$ cat src/wdt_pkg.sv
/*
 Package for the key-serviced watchdog: register indices, field positions,
 reset values, key parameters and the register-access carrier.
 Assumes a 16-bit data bus with word addresses in the peripheral frame.
*/
`default_nettype none
package wdt_pkg;
   localparam logic [15:0] WDT_FRAME_BASE = 16'h7020;
   localparam logic [15:0] ADDR_COUNTER = 16'h7023;
   localparam logic [15:0] ADDR_SERVICE_KEY = 16'h7025;
   localparam logic [15:0] ADDR_CONTROL = 16'h7029;
   localparam int unsigned BASE_DIV = 512;
   localparam int unsigned BASE_DIV_W = 9;
   localparam int unsigned CTL_DISABLE_BIT = 6;
   localparam int unsigned CTL_CHECK_HI = 5;
   localparam int unsigned CTL_CHECK_LO = 3;
   localparam logic [2:0] CTL_CHECK_PATTERN = 3'h5;
   localparam logic [7:0] CONTROL_RESET = 8'h00;
   localparam logic [7:0] COUNTER_RESET = 8'h00;
   localparam logic [7:0] KEY_ARM_DEFAULT = 8'h55;
   localparam logic [7:0] KEY_CLEAR_DEFAULT = 8'hAA;
   localparam int unsigned PSC_W = 6;

   typedef struct packed {
      logic wr;
      logic rd;
      logic [15:0] addr;
      logic [15:0] wdata;
   } reg_access_t;
endpackage : wdt_pkg
`default_nettype wire

$ cat src/key_serviced_watchdog.sv
/*
 Key-serviced watchdog: base divider of the core clock by 512, prescaler
 1..64, 8-bit counter, two-key service sequence and a check-bit guarded
 control register. Assumes the host presents one-cycle read and write
 strobes on the core clock; the system-permit bit arrives from the system
 control block on the same clock.
*/
`default_nettype none
module key_serviced_watchdog #(
   parameter logic [7:0] KEY_ARM = wdt_pkg::KEY_ARM_DEFAULT,
   parameter logic [7:0] KEY_CLEAR = wdt_pkg::KEY_CLEAR_DEFAULT
) (
   input wire logic i_ref_clk,
   input wire logic i_rst,
   input wire wdt_pkg::reg_access_t i_bus,
   input wire logic i_system_permit,
   output logic [15:0] o_rdata,
   output logic o_system_reset
);
   logic [wdt_pkg::BASE_DIV_W-1:0] base_cnt_reg, base_cnt_next;
   logic [wdt_pkg::PSC_W-1:0] psc_cnt_reg, psc_cnt_next;
   logic [7:0] counter_reg, counter_next;
   logic [7:0] control_reg, control_next;
   logic armed_reg, armed_next;
   logic rst_out_reg, rst_out_next;
   logic [15:0] rdata_reg, rdata_next;
   logic base_tick;
   logic wd_tick;
   logic disabled;
   logic wr_key, wr_ctl;

   function automatic logic psc_done(input logic [2:0] sel, input logic [wdt_pkg::PSC_W-1:0] cnt);
      logic [wdt_pkg::PSC_W-1:0] lim;
      lim = '0;
      if (sel[2:1] == 2'b00)
         lim = '0;
      else
         lim = wdt_pkg::PSC_W'((7'h01 << (sel - 3'h1)) - 7'h01);
      return cnt >= lim;
   endfunction : psc_done

   assign wr_key = i_bus.wr && (i_bus.addr == wdt_pkg::ADDR_SERVICE_KEY);
   assign wr_ctl = i_bus.wr && (i_bus.addr == wdt_pkg::ADDR_CONTROL);
   assign base_tick = (base_cnt_reg == wdt_pkg::BASE_DIV_W'(wdt_pkg::BASE_DIV - 1));
   // Disable is only honoured while the permit input stays high
   assign disabled = control_reg[wdt_pkg::CTL_DISABLE_BIT] && i_system_permit;
   assign wd_tick = base_tick && !disabled && psc_done(control_reg[2:0], psc_cnt_reg);

   always_comb
   begin
      base_cnt_next = base_tick ? '0 : base_cnt_reg + 1'b1;
      psc_cnt_next = psc_cnt_reg;
      if (base_tick)
         psc_cnt_next = psc_done(control_reg[2:0], psc_cnt_reg) ? '0 : psc_cnt_reg + 1'b1;
      counter_next = counter_reg;
      control_next = control_reg;
      armed_next = armed_reg;
      rst_out_next = 1'b0;
      rdata_next = rdata_reg;
      if (wd_tick)
      begin
         counter_next = counter_reg + 8'h01;
         if (counter_reg == 8'hFF)
            rst_out_next = 1'b1;
      end
      if (wr_key)
      begin
         // Only the low byte takes part; upper byte ignored
         if (i_bus.wdata[7:0] == KEY_ARM)
            armed_next = 1'b1;
         else if (i_bus.wdata[7:0] == KEY_CLEAR && armed_reg)
         begin
            counter_next = wdt_pkg::COUNTER_RESET;
            armed_next = 1'b0;
         end
         else
         begin
            rst_out_next = 1'b1;
            armed_next = 1'b0;
         end
      end
      if (wr_ctl)
      begin
         if (i_bus.wdata[wdt_pkg::CTL_CHECK_HI:wdt_pkg::CTL_CHECK_LO] != wdt_pkg::CTL_CHECK_PATTERN)
            rst_out_next = 1'b1;
         else
            control_next = i_bus.wdata[7:0];
      end
      if (i_bus.rd)
      begin
         unique case (i_bus.addr)
            wdt_pkg::ADDR_COUNTER: rdata_next = {8'h00, counter_reg};
            wdt_pkg::ADDR_SERVICE_KEY: rdata_next = 16'h0000;
            wdt_pkg::ADDR_CONTROL: rdata_next = {8'h00, control_reg};
            default: rdata_next = 16'h0000;
         endcase
      end
   end

   always_ff @(posedge i_ref_clk)
   begin
      if (i_rst)
      begin
         base_cnt_reg <= '0;
         psc_cnt_reg <= '0;
         counter_reg <= wdt_pkg::COUNTER_RESET;
         control_reg <= wdt_pkg::CONTROL_RESET;
         armed_reg <= 1'b0;
         rst_out_reg <= 1'b0;
         rdata_reg <= 16'h0000;
      end
      else
      begin
         base_cnt_reg <= base_cnt_next;
         psc_cnt_reg <= psc_cnt_next;
         counter_reg <= counter_next;
         control_reg <= control_next;
         armed_reg <= armed_next;
         rst_out_reg <= rst_out_next;
         rdata_reg <= rdata_next;
      end
   end

   assign o_rdata = rdata_reg;
   assign o_system_reset = rst_out_reg;

   // Checker helpers: cycles since release, a flag for any key or control write since release, spacing
   // between prescaled ticks and whether that spacing can be trusted. They
   // only feed assertions, so a datapath fault cannot hide behind them.
   // Long spans are counted here instead of long property delays, which
   // would slow the assertion engine for no gain.
   logic [9:0] run_cnt_reg, run_cnt_next;
   logic written_reg, written_next;
   logic [15:0] gap_cnt_reg, gap_cnt_next;
   logic steady_reg, steady_next;

   // Expected tick spacing straight from the select table, not from the
   // prescaler limit, so a wrong shift in the datapath is caught
   function automatic logic [15:0] tick_period(input logic [2:0] sel);
      logic [15:0] period;
      period = 16'(wdt_pkg::BASE_DIV);
      unique case (sel)
         3'h0, 3'h1: period = 16'(wdt_pkg::BASE_DIV);
         3'h2: period = 16'(wdt_pkg::BASE_DIV * 2);
         3'h3: period = 16'(wdt_pkg::BASE_DIV * 4);
         3'h4: period = 16'(wdt_pkg::BASE_DIV * 8);
         3'h5: period = 16'(wdt_pkg::BASE_DIV * 16);
         3'h6: period = 16'(wdt_pkg::BASE_DIV * 32);
         3'h7: period = 16'(wdt_pkg::BASE_DIV * 64);
      endcase
      return period;
   endfunction : tick_period

   always_comb
   begin
      // Saturates so the start-up check fires exactly once per release
      run_cnt_next = (run_cnt_reg == 10'h3FF) ? run_cnt_reg : run_cnt_reg + 10'h001;
      written_next = written_reg || wr_key || wr_ctl;
      gap_cnt_next = wd_tick ? 16'h0000 : gap_cnt_reg + 16'h0001;
      steady_next = steady_reg;
      if (wd_tick)
         steady_next = 1'b1;
      // A select change or a disabled spell makes the next gap irregular
      if (wr_ctl || disabled)
         steady_next = 1'b0;
   end

   always_ff @(posedge i_ref_clk)
   begin
      if (i_rst)
      begin
         run_cnt_reg <= 10'h000;
         written_reg <= 1'b0;
         gap_cnt_reg <= 16'h0000;
         steady_reg <= 1'b0;
      end
      else
      begin
         run_cnt_reg <= run_cnt_next;
         written_reg <= written_next;
         gap_cnt_reg <= gap_cnt_next;
         steady_reg <= steady_next;
      end
   end

   a_overflow_reset: assert property (@(posedge i_ref_clk) disable iff (i_rst)
      wd_tick && counter_reg == 8'hFF |=> o_system_reset)
      else $error("overflow without reset");
   a_bad_key_reset: assert property (@(posedge i_ref_clk) disable iff (i_rst)
      wr_key && i_bus.wdata[7:0] != KEY_ARM && !(armed_reg && i_bus.wdata[7:0] == KEY_CLEAR)
      |=> o_system_reset)
      else $error("bad key without reset");
   a_good_key_clear: assert property (@(posedge i_ref_clk) disable iff (i_rst)
      wr_key && armed_reg && i_bus.wdata[7:0] == KEY_CLEAR |=> counter_reg == 8'h00)
      else $error("key did not clear counter");
   a_check_bits: assert property (@(posedge i_ref_clk) disable iff (i_rst)
      wr_ctl && i_bus.wdata[5:3] != 3'h5 |=> o_system_reset && $stable(control_reg))
      else $error("bad check bits not caught");
   a_disable_hold: assert property (@(posedge i_ref_clk) disable iff (i_rst)
      disabled && !wr_key |=> $stable(counter_reg))
      else $error("counter moved while disabled");
   a_reset_rate: assert property (@(posedge i_ref_clk)
      i_rst |=> control_reg[2:0] == 3'h0 && counter_reg == 8'h00)
      else $error("reset rate wrong");
   a_autostart: assert property (@(posedge i_ref_clk) disable iff (i_rst)
      run_cnt_reg == 10'(wdt_pkg::BASE_DIV) && !written_reg |-> counter_reg == 8'h01)
      else $error("counter did not autostart");
   a_upper_zero: assert property (@(posedge i_ref_clk) disable iff (i_rst)
      o_rdata[15:8] == 8'h00)
      else $error("upper byte not zero");
   a_tick_period: assert property (@(posedge i_ref_clk) disable iff (i_rst)
      base_tick |=> !base_tick)
      else $error("base tick too frequent");
   a_base_wrap: assert property (@(posedge i_ref_clk) disable iff (i_rst)
      base_tick |=> base_cnt_reg == '0)
      else $error("base divider did not wrap");
   a_base_step: assert property (@(posedge i_ref_clk) disable iff (i_rst)
      !base_tick |=> base_cnt_reg == wdt_pkg::BASE_DIV_W'($past(base_cnt_reg) + 1'b1))
      else $error("base divider skipped");

   // Tick spacing, counting and wrap
   a_tick_spacing: assert property (@(posedge i_ref_clk) disable iff (i_rst)
      wd_tick && steady_reg |-> gap_cnt_reg == tick_period(control_reg[2:0]) - 16'h0001)
      else $error("prescaled tick spacing wrong");
   a_wrap_zero: assert property (@(posedge i_ref_clk) disable iff (i_rst)
      wd_tick && counter_reg == 8'hFF |=> counter_reg == 8'h00)
      else $error("counter did not wrap");
   a_count_step: assert property (@(posedge i_ref_clk) disable iff (i_rst)
      wd_tick && !wr_key && counter_reg != 8'hFF |=> counter_reg == $past(counter_reg) + 8'h01)
      else $error("counter step wrong");
   a_idle_hold: assert property (@(posedge i_ref_clk) disable iff (i_rst)
      !wd_tick && !wr_key |=> $stable(counter_reg))
      else $error("counter moved without tick");
   a_disabled_quiet: assert property (@(posedge i_ref_clk) disable iff (i_rst)
      disabled && !wr_key && !wr_ctl |=> !o_system_reset)
      else $error("reset while disabled");

   // Key sequencing
   a_arm_sets: assert property (@(posedge i_ref_clk) disable iff (i_rst)
      wr_key && i_bus.wdata[7:0] == KEY_ARM |=> armed_reg)
      else $error("arm key not taken");
   a_arm_no_pulse: assert property (@(posedge i_ref_clk) disable iff (i_rst)
      wr_key && i_bus.wdata[7:0] == KEY_ARM && !(wd_tick && counter_reg == 8'hFF) |=> !o_system_reset)
      else $error("arm key caused reset");
   a_clear_disarms: assert property (@(posedge i_ref_clk) disable iff (i_rst)
      wr_key && armed_reg && i_bus.wdata[7:0] == KEY_CLEAR |=> !armed_reg)
      else $error("clear key left sequence armed");
   a_bad_key_disarms: assert property (@(posedge i_ref_clk) disable iff (i_rst)
      wr_key && i_bus.wdata[7:0] != KEY_ARM && !(armed_reg && i_bus.wdata[7:0] == KEY_CLEAR) |=> !armed_reg)
      else $error("bad key left sequence armed");
   a_key_keeps_control: assert property (@(posedge i_ref_clk) disable iff (i_rst)
      wr_key |=> $stable(control_reg))
      else $error("key write changed control");

   // Register frame and read path
   a_read_counter: assert property (@(posedge i_ref_clk) disable iff (i_rst)
      i_bus.rd && i_bus.addr == wdt_pkg::ADDR_COUNTER |=> o_rdata == {8'h00, $past(counter_reg)})
      else $error("counter read wrong");
   a_read_control: assert property (@(posedge i_ref_clk) disable iff (i_rst)
      i_bus.rd && i_bus.addr == wdt_pkg::ADDR_CONTROL |=> o_rdata == {8'h00, $past(control_reg)})
      else $error("control read wrong");
   a_read_key_zero: assert property (@(posedge i_ref_clk) disable iff (i_rst)
      i_bus.rd && i_bus.addr == wdt_pkg::ADDR_SERVICE_KEY |=> o_rdata == 16'h0000)
      else $error("key read not zero");
   a_rdata_hold: assert property (@(posedge i_ref_clk) disable iff (i_rst)
      !i_bus.rd |=> $stable(o_rdata))
      else $error("read data changed without read");
   a_ctl_stored: assert property (@(posedge i_ref_clk) disable iff (i_rst)
      wr_ctl && i_bus.wdata[5:3] == wdt_pkg::CTL_CHECK_PATTERN |=> control_reg == $past(i_bus.wdata[7:0]))
      else $error("good control write not stored");

   // Reset behaviour and pulse origin
   a_reset_quiet: assert property (@(posedge i_ref_clk)
      i_rst |=> !o_system_reset && o_rdata == 16'h0000)
      else $error("outputs active in reset");
   a_psc_reset: assert property (@(posedge i_ref_clk)
      i_rst |=> base_cnt_reg == '0 && psc_cnt_reg == '0)
      else $error("dividers not cleared by reset");
   a_pulse_cause: assert property (@(posedge i_ref_clk) disable iff (i_rst)
      o_system_reset |-> $past(wr_key || wr_ctl || wd_tick))
      else $error("reset pulse without cause");

   c_overflow: cover property (@(posedge i_ref_clk) wd_tick && counter_reg == 8'hFF);
   c_service: cover property (@(posedge i_ref_clk) wr_key && armed_reg && i_bus.wdata[7:0] == KEY_CLEAR);
   c_disabled: cover property (@(posedge i_ref_clk) disabled);
   c_bad_ctl: cover property (@(posedge i_ref_clk) wr_ctl && i_bus.wdata[5:3] != 3'h5);
   c_free_run: cover property (@(posedge i_ref_clk) run_cnt_reg == 10'(wdt_pkg::BASE_DIV) && !written_reg);
endmodule : key_serviced_watchdog
`default_nettype wire

$ cat config.mk
export PLATFORM = sky130hd
export DESIGN_NAME = key_serviced_watchdog
export DESIGN_NICKNAME = d
export VERILOG_FILES = /design/src/wdt_pkg.sv /design/src/key_serviced_watchdog.sv
export SDC_FILE = /design/constraint.sdc
export NUM_CORES = 1
export LEC_CHECK = 0
export BUFFER_PORTS_ARGS = -buffer_cell sky130_fd_sc_hd__buf_2
export CORE_MARGIN = 1.5
export CORE_UTILIZATION = 48
export CTS_CLUSTER_DIAMETER = 50
export DETAILED_ROUTE_END_ITERATION = 8
export PLACE_DENSITY = 0.76
export SETUP_SLACK_MARGIN = 0.4
export SLEW_MARGIN = 20
export SYNTH_ARGS = -nofsm -noshare
export SYNTH_HDL_FRONTEND = slang
export SYNTH_SLANG_ARGS = --single-unit
$ cat constraint.sdc
create_clock -name i_ref_clk -period 3 [get_ports i_ref_clk]
set_clock_uncertainty 0.1 [all_clocks]
set_input_delay 0.9 -clock i_ref_clk [delete_from_list [all_inputs] [get_ports i_ref_clk]]
set_output_delay 0.9 -clock i_ref_clk [all_outputs]
set_load 0.01 [all_outputs]
==> flow_summary_export.csv <==
group,metric,value,unit
route,wl,4710,um
route,drt_first_pass_iters,4,
setup_path,slowest_delay,380,ps
synth,synth_common_cells,"dfxtp_1 (41), nor2_1 (34), a21oi_1 (15)",
synth,ys_seq_elements,41,
placement,port_buffers,37,
sta,period_share,87.7,%
setup_path,crit_buf_inv,1,
clocking,clkLatencyLatePin,290,ps
sta,setup_viol,0,
placement,place_hpwl,3130,um
setup_path,cp.required,3130,ps
setup_path,path_class,"reg -> reg",
clocking,numClockSinks,41,
synth,yosysMostFrequentCell,"dfxtp_1",
setup_path,crit_path_start_kind,"flip-flop",
route,via_count,1906,
setup_path,setup.worst_path.end,"counter_reg[2]",
global_routing,track_usage,18.3,%
floorplanning,start_util,50.7,%
setup_path,worstSetupPathDepth,10,
route,wl_met3,300,um
sta,tightest_slew,501,ps
synth,synth_edf_count,0,
synth,seq_area_frac_synth,36.6,%
sta,slew_viol_final,0,
sta,slew_headroom,66.4,%
flow_run,maxCapViolations,0,
route,drt-met1-wl,2130,um
setup_path,cp.arrival,2760,ps
floorplanning,fp.dieW,71.3,um
worst_hold_path,worstHoldPathType,"reg -> reg",
final_layout,drive_gt1_share,29.6,%
sta,rsz0062_at_grt,"yes",
route,top_layer_used,"met4",
synth,yosysTopAreaCellShare,36.6,%
route,drtIter0Drc,109,
synth,synth_largest_area_cell,"dfxtp_1",
global_routing,grt_max_degree,23,
route,vias_per_cell,5.56,
final_layout,seq_area,827,um2
setup_path,worstPathCellList,"or3b_4, ha_4, mux2i_1, a22oi_1, ha_1, nand4_1, buf_4, o221a_4, or3_1, a21oi_1",
outcome,status,"finished, final reports clean",
placement,dpl.cell_count,326,
floorplanning,io_pins,54,
final_layout,largest_reg_flops,9,
setup_path,crit_start,"control_reg[0]",
setup_path,cp_top_family,"simple AND/OR/NAND/NOR gates",
final_layout,design_area,0.00265,mm2
clocking,clockBufferDepth,2,
floorplanning,die-area,0.00508,mm2
placement,post_dp_cell_area,0.00245,mm2
sta,period_minus_slack,2630,ps
setup_path,r2r_start,"control_reg[0]",
global_routing,antenna_found_initial,0,
setup_path,reg2regPathDepth,10,
global_routing,grt_pass1_vias,1634,
setup_path,cp_slowest_cell,"or3b_4",
clocking,hold_buffers,0,
sta,fmax,380,MHz
clocking,ctsRootBufferMaster,"clkbuf_8",
floorplanning,core-area,0.00441,mm2
final_layout,fillers,375,
synth,netlist_area,0.00224,mm2
synth,syn_inst,244,
final_layout,syn2layout_area_growth,18.3,%
final_layout,multiInputGateArea,0.00137,mm2
floorplanning,die_h,71.3,um
placement,gp_congestion,0.784,
final_layout,antenna_cells,0,
route,post-route-drc-count,0,
synth,yosys-top-cells-area,"dfxtp_1 (37%), ha_1 (6.1%), nor2_1 (5.7%), a211oi_2 (3.9%), a21oi_1 (3.4%)",
synth,synthFlopType,"dfxtp_1",
sta,hold_violations,0,
power,p_leak,0.00106,uW
setup_path,cp_max_fo,5,
route,wire_per_inst,13.7,um
global_routing,grt_pass1_wl,7400,um
route,wl_met2,2260,um
synth,synth_cell_types,51,
global_routing,grt_overflow,0,
power,peakVddDrop,0.357,mV
clocking,tritoncts,"built",
synth,ys_warn_count,0,
setup_path,reg2reg_slack,370,ps
clocking,htreeDepth,2,
floorplanning,rows,24,
sta,fin_tns_setup,0,ps
route,ant_nets,0,
clocking,cts.clk_slew.worst_paths,80,ps
setup_path,endpoint_kind,"flip-flop",
final_layout,layout.nets,338,
final_layout,final_cells,343,
final_layout,utilization,60.0,%
synth,async_flop_share,0,%
setup_path,reg2reg_to,"counter_reg[2]",
synth,syn_area_per_cell,9.18,um2
clocking,cts_buffers,5,
power,powerDensity,372,mW/mm2
==> power by group <==
part           internal [uW]  total, uW  switching [uW]
combinational           34.9       82.0            47.0
clock                    160        348             187
sequential               551        556            4.69
==> how the worst min path moves through the flow <==
| stage | from | endpoint | cells after the start |
|---|---|---|---|
| after detailed placement | base_cnt_reg[0] | base_cnt_reg[0] | 1 |
| final | base_cnt_reg[0] | base_cnt_reg[0] | 1 |
| after floorplan | base_cnt_reg[0] | base_cnt_reg[0] | 1 |
| after global routing | base_cnt_reg[0] | base_cnt_reg[0] | 1 |
| after global placement | base_cnt_reg[0] | base_cnt_reg[0] | 1 |
| after CTS | base_cnt_reg[0] | base_cnt_reg[0] | 1 |
==> repair_timing <==
action | in CTS | in global routing
resized for setup | 8 | 4
pin swaps | 12 | 9
endpoints found under the setup margin | 7 | 15
buffers inserted | 8 | 0
cloned | 1 | 0
==> layout by cell type (no fill, tap or decap), types with 2 or more instances in the layout <==
cell type and count:
nor2_1 34, nor3_4 2, a211oi_2 7, nor3b_1 2, ha_1 10, nand4_1 6
or4_1 3, nand2b_1 6, a21oi_1 14, nand3_1 11, mux2i_1 7, and3_1 4
buf_4 12, nand2_1 10, or3_1 5, clkinv_2 2, dfxtp_2 2, xor2_1 6
o31ai_1 3, inv_1 7, o41ai_2 2, xnor2_1 2, clkbuf_8 5, buf_2 37
dfxtp_1 38, o21ai_0 7, conb_1 8, o221a_4 2, or4bb_1 2, a22oi_1 8
==> cell families (layout without fill, tap and decap cells) <==
family	after synthesis	count (layout)	share of synthesized area, %
fa+ha+maj	11	11	6.15
buf+inv	25	64	6.54
other cells	1	8	0.167
xor+xnor	8	8	3.13
flops	41	41	36.6
simple gates	99	99	26.9
compound gates	52	53	17.4
mux	7	7	3.13
==> per-layer routing <==
metal,vias to the layer above,GRT usage [%]
met1,879,23.3
met3,2,4.36
met5,-,0
met2,56,30.7
met4,0,6.08
li1,969,-
==> cell type report <==
cell class | count | share of cell area [%]
flip-flops and latches | 41 | 31.2
clock inverters | 3 | 0.661
inverters | 7 | 0.992
well taps | 52 | 2.46
clock buffers | 5 | 2.60
multi-input cells | 186 | 51.7
repair buffers | 49 | 10.4
==> through the flow <==
stage	power [uW]	setup slack, ps	hold slack, ps
after floorplan	625	390	318
after global placement	650	253	332
after detailed placement	651	180	346
after CTS	999	392	364
after global routing	1030	300	379
final	986	370	357
No activity file was read; power rests on OpenSTA's default activity.
